File: src/rtl/tsx_cfg.svh
// Constants for the test-skip, xor-immediate and table-write executor
`ifndef TSX_CFG_SVH
`define TSX_CFG_SVH
`define TSX_OPC_TSTSZ 7'h33
`define TSX_OPC_XORI 8'h0A
`define TSX_OPC_TBLW 14'h0003
`define TSX_TBLW_POST 2'h1
`define TSX_TBLW_PRE 2'h3
`define TSX_IDX_LIMIT 8'h5F
`define TSX_ACC_SPLIT 8'h60
`define TSX_SFR_BANK 4'hF
`define TSX_PTR_W 21
`define TSX_HOLD_N 8
`define TSX_Q_LAST 2'h3
`endif

File: src/rtl/tsx_pkg.sv
// Types for the test-skip, xor-immediate and table-write executor
package tsx_pkg;
    typedef enum logic [1:0] {
        TSX_EXEC = 2'b00,
        TSX_SKIP = 2'b01,
        TSX_SKIP2 = 2'b10
    } tsx_state_t;
    typedef logic [7:0] tsx_byte_t;
endpackage

File: src/rtl/tsx_exec.sv
// Executor for test-skip-zero, xor-immediate and table-write instructions
`timescale 1ns/100ps
`include "tsx_cfg.svh"
module tsx_exec
    import tsx_pkg::*;
(
    input wire logic CLK_SYS,
    input wire logic SYS_RST,
    input wire logic [1:0] Q_PHASE,
    input wire logic [15:0] INSTR,
    input wire logic NEXT_TWO_WORD,
    input wire logic EXT_SET_EN,
    input wire logic [3:0] BANK_SELECT_REG,
    input wire logic [7:0] FSR2_BASE,
    input wire tsx_byte_t FILE_RDATA,
    input wire tsx_byte_t TABLE_LATCH,
    input wire logic PTR_LOAD,
    input wire logic [`TSX_PTR_W-1:0] PTR_LOAD_VAL,
    input wire logic [2:0] HOLD_RD_ADDR,
    output logic [11:0] FILE_ADDR,
    output logic IS_NOP,
    output logic SKIP_ACTIVE,
    output tsx_byte_t WREG,
    output logic FLAG_N,
    output logic FLAG_Z,
    output logic [`TSX_PTR_W-1:0] PROGRAM_MEMORY_POINTER,
    output tsx_byte_t HOLD_RDATA
);
    tsx_state_t state_ff, nxt_state;
    tsx_byte_t w_ff, nxt_w;
    logic n_ff, nxt_n, z_ff, nxt_z;
    logic [`TSX_PTR_W-1:0] ptr_ff, nxt_ptr;
    logic [11:0] addr_ff, nxt_addr;
    logic hold_we;
    logic [2:0] hold_wa;
    logic cyc_end, is_tst, is_xor, is_tblw, access_a, indexed;
    tsx_byte_t xor_res;
    logic [7:0] idx_sum;

    assign cyc_end = (Q_PHASE == `TSX_Q_LAST);
    assign is_tst = (INSTR[15:9] == `TSX_OPC_TSTSZ);
    assign is_xor = (INSTR[15:8] == `TSX_OPC_XORI);
    assign is_tblw = (INSTR[15:2] == `TSX_OPC_TBLW);
    assign access_a = INSTR[8];
    assign indexed = !access_a && EXT_SET_EN && (INSTR[7:0] <= `TSX_IDX_LIMIT);
    assign xor_res = w_ff ^ INSTR[7:0];
    assign idx_sum = FSR2_BASE + INSTR[7:0];

    always_comb begin
        nxt_addr = addr_ff;
        if (state_ff == TSX_EXEC && is_tst) begin
            if (indexed) begin
                nxt_addr = {4'h0, idx_sum};
            end else if (!access_a) begin
                // Access bank: 00h-5Fh is bank 0, 60h-FFh the special regs
                nxt_addr = (INSTR[7:0] < `TSX_ACC_SPLIT) ? {4'h0, INSTR[7:0]}
                    : {`TSX_SFR_BANK, INSTR[7:0]};
            end else begin
                nxt_addr = {BANK_SELECT_REG, INSTR[7:0]};
            end
        end
    end

    always_comb begin
        nxt_state = state_ff;
        nxt_w = w_ff;
        nxt_n = n_ff;
        nxt_z = z_ff;
        nxt_ptr = ptr_ff;
        hold_we = 1'b0;
        hold_wa = ptr_ff[2:0];
        if (PTR_LOAD) begin
            nxt_ptr = PTR_LOAD_VAL;
        end
        if (cyc_end) begin
            unique case (state_ff)
                TSX_EXEC: begin
                    if (is_tst && FILE_RDATA == 8'h00) begin
                        nxt_state = TSX_SKIP;
                    end else if (is_xor) begin
                        nxt_w = xor_res;
                        nxt_n = xor_res[7];
                        nxt_z = (xor_res == 8'h00);
                    end else if (is_tblw && INSTR[1:0] == `TSX_TBLW_POST) begin
                        hold_we = 1'b1;
                        hold_wa = ptr_ff[2:0];
                        nxt_ptr = ptr_ff + 1'b1;
                    end else if (is_tblw && INSTR[1:0] == `TSX_TBLW_PRE) begin
                        nxt_ptr = ptr_ff + 1'b1;
                        hold_we = 1'b1;
                        hold_wa = nxt_ptr[2:0];
                    end else if (is_tblw) begin
                        hold_we = 1'b1;
                        hold_wa = ptr_ff[2:0];
                        if (INSTR[1:0] == 2'h2) begin
                            nxt_ptr = ptr_ff - 1'b1;
                        end
                    end
                end
                TSX_SKIP: begin
                    // Two-word victim needs its second word flushed too
                    nxt_state = NEXT_TWO_WORD ? TSX_SKIP2 : TSX_EXEC;
                end
                TSX_SKIP2: begin
                    nxt_state = TSX_EXEC;
                end
                default: begin
                    nxt_state = TSX_EXEC;
                end
            endcase
        end
    end

    always_ff @(posedge CLK_SYS or posedge SYS_RST) begin
        if (SYS_RST) begin
            state_ff <= TSX_EXEC;
            w_ff <= 8'h00;
            n_ff <= 1'b0;
            z_ff <= 1'b0;
            ptr_ff <= '0;
            addr_ff <= 12'h000;
        end else begin
            state_ff <= nxt_state;
            w_ff <= nxt_w;
            n_ff <= nxt_n;
            z_ff <= nxt_z;
            ptr_ff <= nxt_ptr;
            addr_ff <= nxt_addr;
        end
    end

    tsx_hold_mem u_hold (
        .clk(CLK_SYS),
        .rst(SYS_RST),
        .wr_en(hold_we),
        .wr_addr(hold_wa),
        .wr_data(TABLE_LATCH),
        .rd_addr(HOLD_RD_ADDR),
        .rd_data(HOLD_RDATA)
    );

    assign FILE_ADDR = addr_ff;
    assign IS_NOP = (state_ff != TSX_EXEC);
    assign SKIP_ACTIVE = (state_ff != TSX_EXEC);
    assign WREG = w_ff;
    assign FLAG_N = n_ff;
    assign FLAG_Z = z_ff;
    assign PROGRAM_MEMORY_POINTER = ptr_ff;
endmodule

File: src/rtl/tsx_hold_mem.sv
// Eight byte program-memory holding registers with registered read
`timescale 1ns/100ps
`include "tsx_cfg.svh"
module tsx_hold_mem
    import tsx_pkg::*;
(
    input wire logic clk,
    input wire logic rst,
    input wire logic wr_en,
    input wire logic [2:0] wr_addr,
    input wire tsx_byte_t wr_data,
    input wire logic [2:0] rd_addr,
    output tsx_byte_t rd_data
);
    tsx_byte_t mem_ff [`TSX_HOLD_N];
    tsx_byte_t nxt_mem [`TSX_HOLD_N];
    tsx_byte_t rd_ff;

    always_comb begin
        nxt_mem = mem_ff;
        if (wr_en) begin
            nxt_mem[wr_addr] = wr_data;
        end
    end

    always_ff @(posedge clk or posedge rst) begin
        if (rst) begin
            for (int i = 0; i < `TSX_HOLD_N; i++) begin
                mem_ff[i] <= 8'hFF;
            end
            rd_ff <= 8'h00;
        end else begin
            mem_ff <= nxt_mem;
            rd_ff <= mem_ff[rd_addr];
        end
    end

    assign rd_data = rd_ff;
endmodule

File: config.mk
export PLATFORM = sky130hd
export DESIGN_NAME = tsx_exec
export DESIGN_NICKNAME = d
export VERILOG_FILES = /design/src/rtl/tsx_pkg.sv /design/src/rtl/tsx_exec.sv /design/src/rtl/tsx_hold_mem.sv
export VERILOG_INCLUDE_DIRS = /design/src /design/src/rtl
export SDC_FILE = /design/constraint.sdc
export NUM_CORES = 1
export LEC_CHECK = 0
export BUFFER_PORTS_ARGS = -buffer_cell sky130_fd_sc_hd__buf_2
export CAP_MARGIN = 30
export CELL_PAD_IN_SITES_DETAIL_PLACEMENT = 0
export CELL_PAD_IN_SITES_GLOBAL_PLACEMENT = 2
export CORE_ASPECT_RATIO = 0.9
export CORE_MARGIN = 2
export CORE_UTILIZATION = 33
export CTS_CLUSTER_SIZE = 40
export DETAILED_ROUTE_END_ITERATION = 8
export PLACE_DENSITY_LB_ADDON = 0.1
export SYNTH_ARGS = -nofsm -noshare
export SYNTH_HDL_FRONTEND = slang
export SYNTH_SLANG_ARGS = --single-unit
export TNS_END_PERCENT = 50
File: constraint.sdc
create_clock -name CLK_SYS -period 3.2 [get_ports CLK_SYS]
set_input_delay 0.48 -clock CLK_SYS [delete_from_list [all_inputs] [get_ports CLK_SYS]]
set_output_delay 0.48 -clock CLK_SYS [all_outputs]
set_load 0.02 [all_outputs]
==> results of run 1 <==
-- worst max-delay path: stages (launching register included) --
cell and delay (ns):
dfrtp_1 0.54, inv_1 0.14, ha_1 0.24, nor4b_1 0.44
nand3_1 0.40, nor4_1 0.41, a221o_1 0.22, nand2_1 0.05
o22ai_1 0.15
-- metal layers --
layer	routed length (um)	GRT usage [%]	vias to the layer above
met5	0	0	-
met3	1160	4.43	19
met1	9660	27.0	2772
li1	-	-	2622
met2	9140	28.6	159
met4	258	5.12	0
-- Yosys cell counts, types with 3 or more instances --
cell	count	share of area (%)
dfstp_2	64	24
dfrtp_1	52	18
mux2_2	48	7.7
nand2_1	47	2.5
mux2_4	28	6.0
clkbuf_1	27	1.4
o21ai_0	23	1.6
nand3_1	22	1.6
nor2_1	20	1.1
mux2i_1	18	2.6
mux4_2	16	5.1
xor2_1	16	2.0
nand4_1	15	1.3
inv_1	14	0.75
nor3_1	12	0.85
o22ai_1	12	1.1
a21oi_1	11	0.78
xnor2_1	11	1.4
buf_6	10	1.6
nor4_1	10	0.89
a31oi_1	9	0.80
ha_1	9	1.6
o31ai_1	9	0.96
or4_1	9	0.96
nor2b_1	7	0.62
o221ai_1	6	0.75
a211o_1	5	0.62
a211oi_1	5	0.53
or3_1	5	0.44
a21oi_2	4	0.50
a22oi_1	4	0.43
and2_1	4	0.35
and3_1	4	0.35
buf_1	4	0.21
o211ai_1	4	0.43
a21o_1	3	0.32
a221o_1	3	0.43
a2bb2oi_1	3	0.37
clkbuf_8	3	0.59
o311ai_0	3	0.37
-- cell families (layout without fill, tap and decap cells) --
family	count (synthesis)	in the layout	synth area share, %
AOI/OAI and AO/OA	121	121	12.2
xor gates and xnor gates	27	27	3.35
adders and majority gates	10	10	1.88
buffers and inverters	62	199	4.93
DFF	116	116	42.3
muxes	110	110	21.3
other	0	1	0
and+or+nand+nor	178	178	14.0
-- report_power, final --
group	internal [mW]	total (mW)	leakage [nW]	switching, mW
clock	1.17	1.93	0.286	0.761
combinational	0.221	0.565	2.15	0.344
sequential	1.53	1.62	1.33	0.0948
total	2.91	4.11	3.76	1.20
-- registers in the layout, indices dropped and copies added (netlist names) --
signal and count:
u_hold.mem_ff 64, PROGRAM_MEMORY_POINTER 21, u_hold.rd_data 8, FLAG_Z 1
state_ff 2, WREG 8, FILE_ADDR 12
-- stage by stage --
step                      instances  power [mW]  instance area [um2]  hold slack [ns]
after floorplan                 624        1.99                 7060            0.463
after global placement         1015        2.21                 7980            0.456
after detailed placement       1015        2.22                 7980            0.461
after CTS                      1047        4.17                 8570            0.264
after global routing           1047        4.31                 8570            0.275
final                          1048        4.11                 8570            0.241
-- layout make-up --
class,count,area [um2],share of cell area (%)
Multi-Input combinational cell,446,3720,43.4
Clock inverter,12,116,1.36
Inverter,14,56.3,0.657
Tap cell,286,358,4.17
Timing Repair Buffer,153,856,9.98
Sequential cell,116,2980,34.8
Antenna cell,1,2.50,0.0292
Clock buffer,20,478,5.58
-- worst min path at each step --
stage	startpoint	end	slack, ns	depth (start not counted)
global placement	FILE_ADDR[11]	FILE_ADDR[11]	0.46	2
global route	SYS_RST	u_hold.rd_data[5]	0.28	3
finish	SYS_RST	u_hold.rd_data[5]	0.24	3
floorplan	state_ff[1]	state_ff[1]	0.46	1
CTS	SYS_RST	u_hold.rd_data[5]	0.26	3
detailed placement	FILE_ADDR[10]	FILE_ADDR[10]	0.46	2
==> impl_metrics.csv, run 1 <==
group,metric,value,unit
synthesis,synth_edf_count,0,
sta,worstMarginPinSlew,0.828,ns
routing,dr.pass1.iters,5,
routing,dr.first_iter.drc_count,269,
power_and_ir_drop,power_density,480,mW/mm2
clocking,cts_sinks,116,
placed_design,hpwl,14.1,mm
sta,slew_viol_final,0,
layout,nNetsFinal,833,
synthesis,ys_seq_area_share,42.3,%
run_status,status,"finished, final reports clean",
placed_design,globalplace.congestion,0.805,
placed_design,dp_slack,0.223,ns
worst_setup_path,setup.worst_path.end,"PROGRAM_MEMORY_POINTER[18]",
worst_setup_path,r2r_cells,8,
floorplanning,dieArea,0.0226,mm2
clocking,cts.clk_slew.worst_paths,0.06,ns
worst_setup_path,crit_arrival,3.02,ns
routing,wire_per_inst,19.3,um
worst_setup_path,r2r_setup_slack,0.50,ns
synthesis,yosysWarnings,0,
worst_setup_path,cp.required,3.52,ns
sta,period_needed,2.70,ns
global_route,grt-ovfl-total,0,
power_and_ir_drop,peakVddDrop,0.283,mV
clocking,cts_resized,0,
placed_design,port_buffers,127,
global_route,grt_usage,18.9,%
worst_setup_path,worstSetupPathType,"reg -> reg",
routing,ant_nets,0,
power_and_ir_drop,leakage,3.76,nW
layout,layout-drive-gt1-share,47.0,%
clocking,root_buffer,"clkbuf_16",
sta,hold_viol,0,
routing,totalWireLength,20.2,mm
worst_setup_path,crit_start,"PROGRAM_MEMORY_POINTER[0]",
floorplanning,core,0.0209,mm2
synthesis,yosysUniqueCellTypes,72,
layout,area_growth,21.5,%
sta,setup-tns-final,0,ns
routing,routed_via_density,5.32,
floorplanning,die_w,158,um
routing,drc_errors,0,
worst_setup_path,crit_path_end_kind,"flip-flop",
clocking,cts_buffer_depth,2,
worst_setup_path,rr_endpoint,"PROGRAM_MEMORY_POINTER[18]",
clocking,cts_tree,"yes",
synthesis,syn_avg_cell_area,11.3,um2
sta,finalCritPeriodShare,84.2,%
worst_setup_path,crit_fanout,10,
clocking,htreeDepth,4,
global_route,grt_pass1_vias,5675,
floorplanning,fp-row-count,50,
layout,postLayoutCoreUtil,41.0,%
min_path,hp-class,"in -> async",
sta,rsz0062_at_grt,"false",
global_route,antenna_found_initial,1,
clocking,cts_setup_buffers,0,
layout,layout_commonest_cell,"buf_2",
floorplanning,start_util,33.8,%
synthesis,syn_nets,709,
sta,fin_ws,0.504,ns
synthesis,synthFlopType,"dfstp_2",
global_route,grt_max_degree,117,
synthesis,synth-async-reset-ratio,100,%
layout,final.fill_count,2077,
sta,slew_headroom,44.8,%
floorplanning,io-pin-count,128,
clocking,clk_latency,0.43,ns
worst_setup_path,critPathLaunchType,"flip-flop",
floorplanning,dieHeight,143,um
sta,fmax,0.371,GHz
synthesis,post_synth_instance_area,0.00705,mm2
routing,vias,5572,
layout,final_cell_mix,"buf_2, dfstp_2, dfrtp_1",
worst_setup_path,rr_startpoint,"PROGRAM_MEMORY_POINTER[0]",
job,drv_cap,0,
global_route,grt_pass1_wl,32.3,mm
synthesis,synth_seq_cells,116,
sta,fin_worst_skew,0.00790,ns
synthesis,syn_inst,624,
clocking,hold_buffers,0,
sta,setup_viol,0,
clocking,cts_inserted_buffers,17,
(Power assumes the default switching activity.)
==> run 2, diff against run 1 <==
- ABC_AREA: unset -> 1
- CORE_UTILIZATION: 33 -> 29
- clock period: 3.2 -> 2.4 ns (I/O delays scaled with it)
==> run 2 against run 1 <==
Compared with the run above:
- via count rose by 31%
- final cell count rose by 47%
- combinational power rose by 77%
- hold slack got worse by 0.057 ns
- flip-flop and latch count did not move
- critical path type unchanged
- clock-buffer cell count fell by 2
- power rose by 39%
- worst setup slack got worse by 0.27 ns
- register-to-register slack got worse by 0.27 ns
- clock power rose by 33%
==> impl_metrics.csv, run 2 <==
group,metric,value,unit
run_status,status,"finished, final reports clean",
routing,drc_errors,0,
layout,multi_input_area,0.00389,mm2
sta,fin_worst_skew,0.0138,ns
floorplanning,fp-row-count,55,
layout,area_growth,24.7,%
layout,regMostFlops,"u_hold.mem_ff",
synthesis,synthFlopType,"dfstp_2",
global_route,grt_max_degree,47,
power_and_ir_drop,power_density,619,mW/mm2
synthesis,syn_inst,1036,
floorplanning,die_w,172,um
layout,antenna_cells,0,
floorplanning,dieArea,0.0268,mm2
placed_design,port_buffers,127,
global_route,grt-ovfl-total,0,
min_path,min_path_cells,3,
synthesis,yosysUniqueCellTypes,48,
clocking,cts.clk_slew.worst_paths,0.07,ns
sta,setup-tns-final,0,ns
synthesis,synth_seq_cells,116,
min_path,holdCritStartpoint,"PTR_LOAD_VAL[11]",
layout,final_cell_mix,"nand2_1, nor2_1, buf_2",
power_and_ir_drop,peakVddDrop,0.364,mV
job,drv_cap,0,
worst_setup_path,crit_arrival,2.54,ns
worst_setup_path,crit_path_end_kind,"flip-flop",
synthesis,synth.top_cell.area_share,22.8,%
synthesis,synthTopCellsByArea,"dfstp_2, dfrtp_1, nand2_1, o21ai_0, nor2_1",
synthesis,synth_largest_area_cell,"dfstp_2",
clocking,cts_buffer_depth,2,
sta,fmax,0.461,GHz
sta,rsz0062_at_grt,"false",
routing,routed_via_density,4.72,
clocking,root_buffer,"clkbuf_16",
synthesis,yosysMostFrequentCell,"nand2_1",
synthesis,synth-async-reset-ratio,100,%
routing,ant_nets,0,
clocking,cts_sinks,116,
layout,final.fill_count,2748,
sta,setup_viol,0,
clocking,cts_tree,"yes",
synthesis,syn_nets,1121,
worst_setup_path,worstSetupPathType,"reg -> reg",
synthesis,syn_avg_cell_area,7.13,um2
sta,worstMarginPinSlew,0.542,ns
worst_setup_path,cp.required,2.77,ns
floorplanning,start_util,29.4,%
placed_design,hpwl,19.9,mm
worst_setup_path,r2r_cells,11,
worst_setup_path,rr_startpoint,"PROGRAM_MEMORY_POINTER[0]",
worst_setup_path,critPathLaunchType,"flip-flop",
routing,dr.pass1.iters,7,
synthesis,synth_edf_count,0,
sta,finalCritPeriodShare,90.4,%
sta,slew_viol_final,0,
worst_setup_path,crit_start,"PROGRAM_MEMORY_POINTER[0]",
sta,slew_headroom,63.5,%
synthesis,yosys-top-cells-count,"nand2_1, nor2_1, o21ai_0",
routing,totalWireLength,26.8,mm
clocking,cts_inserted_buffers,17,
clocking,clk_latency,0.43,ns
layout,final-seq-area,0.00298,mm2
layout,layout_commonest_cell,"nand2_1",
synthesis,yosysWarnings,0,
global_route,antenna_found_initial,0,
sta,period_needed,2.17,ns
power_and_ir_drop,leakage,4.53,nW
power_and_ir_drop,report.power.total,5.71,mW
min_path,hp-class,"in -> reg",
routing,wire_per_inst,17.4,um
layout,nNetsFinal,1270,
synthesis,post_synth_instance_area,0.00739,mm2
global_route,grt_pass1_vias,7123,
global_route,grt_pass1_wl,42.0,mm
clocking,htreeDepth,4,
routing,dr.first_iter.drc_count,481,
synthesis,ys_seq_area_share,40.4,%
layout,largest_reg_flops,64,
global_route,grt_usage,20.7,%
floorplanning,io-pin-count,128,
clocking,cts_setup_buffers,0,
placed_design,placed_cells,1507,
worst_setup_path,crit_fanout,4,
layout,instances_no_fill,1540,
routing,vias,7274,
sta,hold_viol,0,
placed_design,globalplace.congestion,0.804,
layout,layout-drive-gt1-share,25.2,%
floorplanning,dieHeight,155,um
floorplanning,core,0.0251,mm2
## run 2: worst paths after layout
path,end,slack [ns]
setup reg to reg,PROGRAM_MEMORY_POINTER[14],0.23
hold reg to reg,u_hold.mem_ff[33],0.46
max in group asynchronous,u_hold.mem_ff[19],1.28
min in group asynchronous,WREG[0],0.50
hold / removal,PROGRAM_MEMORY_POINTER[11],0.18
setup / recovery,PROGRAM_MEMORY_POINTER[14],0.23
## run 2: critical path, cell delays in order, from the launching register on
cell and delay (ns):
dfrtp_1 0.45, ha_1 0.22, nand3_1 0.11, nor2_1 0.35, nand2_1 0.16, nor2_1 0.23, nand2_1 0.14, o21ai_0 0.19
nand3_1 0.09, nand3_1 0.07, nand2_1 0.06, inv_1 0.05
## run 2: routing by layer
| layer | GRT usage [%] | part of all wire (%) | routed length, um |
|---|---|---|---|
| met1 | 32.2 | 53 | 14300 |
| met2 | 29.5 | 41 | 10900 |
| met3 | 3.94 | 5.0 | 1350 |
| met4 | 4.52 | 0.89 | 239 |
| met5 | 0 | 0 | 0 |
## run 2: stage by stage
step | cell area [um2] | util [%] | hold slack (ns) | worst slack (ns)
floorplan | 7390 | - | 0.440 | 0.595
CTS | 9210 | 36.7 | 0.173 | 0.211
global route | 9220 | 36.7 | 0.180 | 0.0156
detailed placement | 8620 | 34.3 | 0.387 | 0.118
finish | 9220 | 36.7 | 0.184 | 0.230
global placement | 8620 | 34.3 | 0.392 | 0.0810
## run 2: cell type report
type                    instances  share of cell area [%]
multi-input cells             795                    42.2
flip-flops and latches        116                    32.4
repair buffers                170                    11.0
clock buffers                  18                    4.77
well taps                     342                    4.64
inverters                      85                    3.53
clock inverters                14                    1.55
## run 2: report_power, final
| part | internal (mW) | leakage, nW | switching (mW) | total [mW] |
|---|---|---|---|---|
| Combinational | 0.333 | 2.93 | 0.671 | 1.00 |
| Sequential | 2.04 | 1.32 | 0.0981 | 2.14 |
| Clock | 1.48 | 0.282 | 1.08 | 2.56 |
## run 2: cells by family after synthesis
logic type / share of synthesized area, %
DFF: 40.4
and+or+nand+nor: 34.0
muxes: 1.08
xor gates and xnor gates: 2.96
adders and majority gates: 1.80
AOI/OAI and AO/OA: 12.7
buffers and inverters: 7.04
## run 2: repair_timing
item,4_1_cts,5_1_grt
endpoints found under the hold margin,2,0
hold buffers,1,0
setup endpoints to repair,0,1
resized for setup,0,1
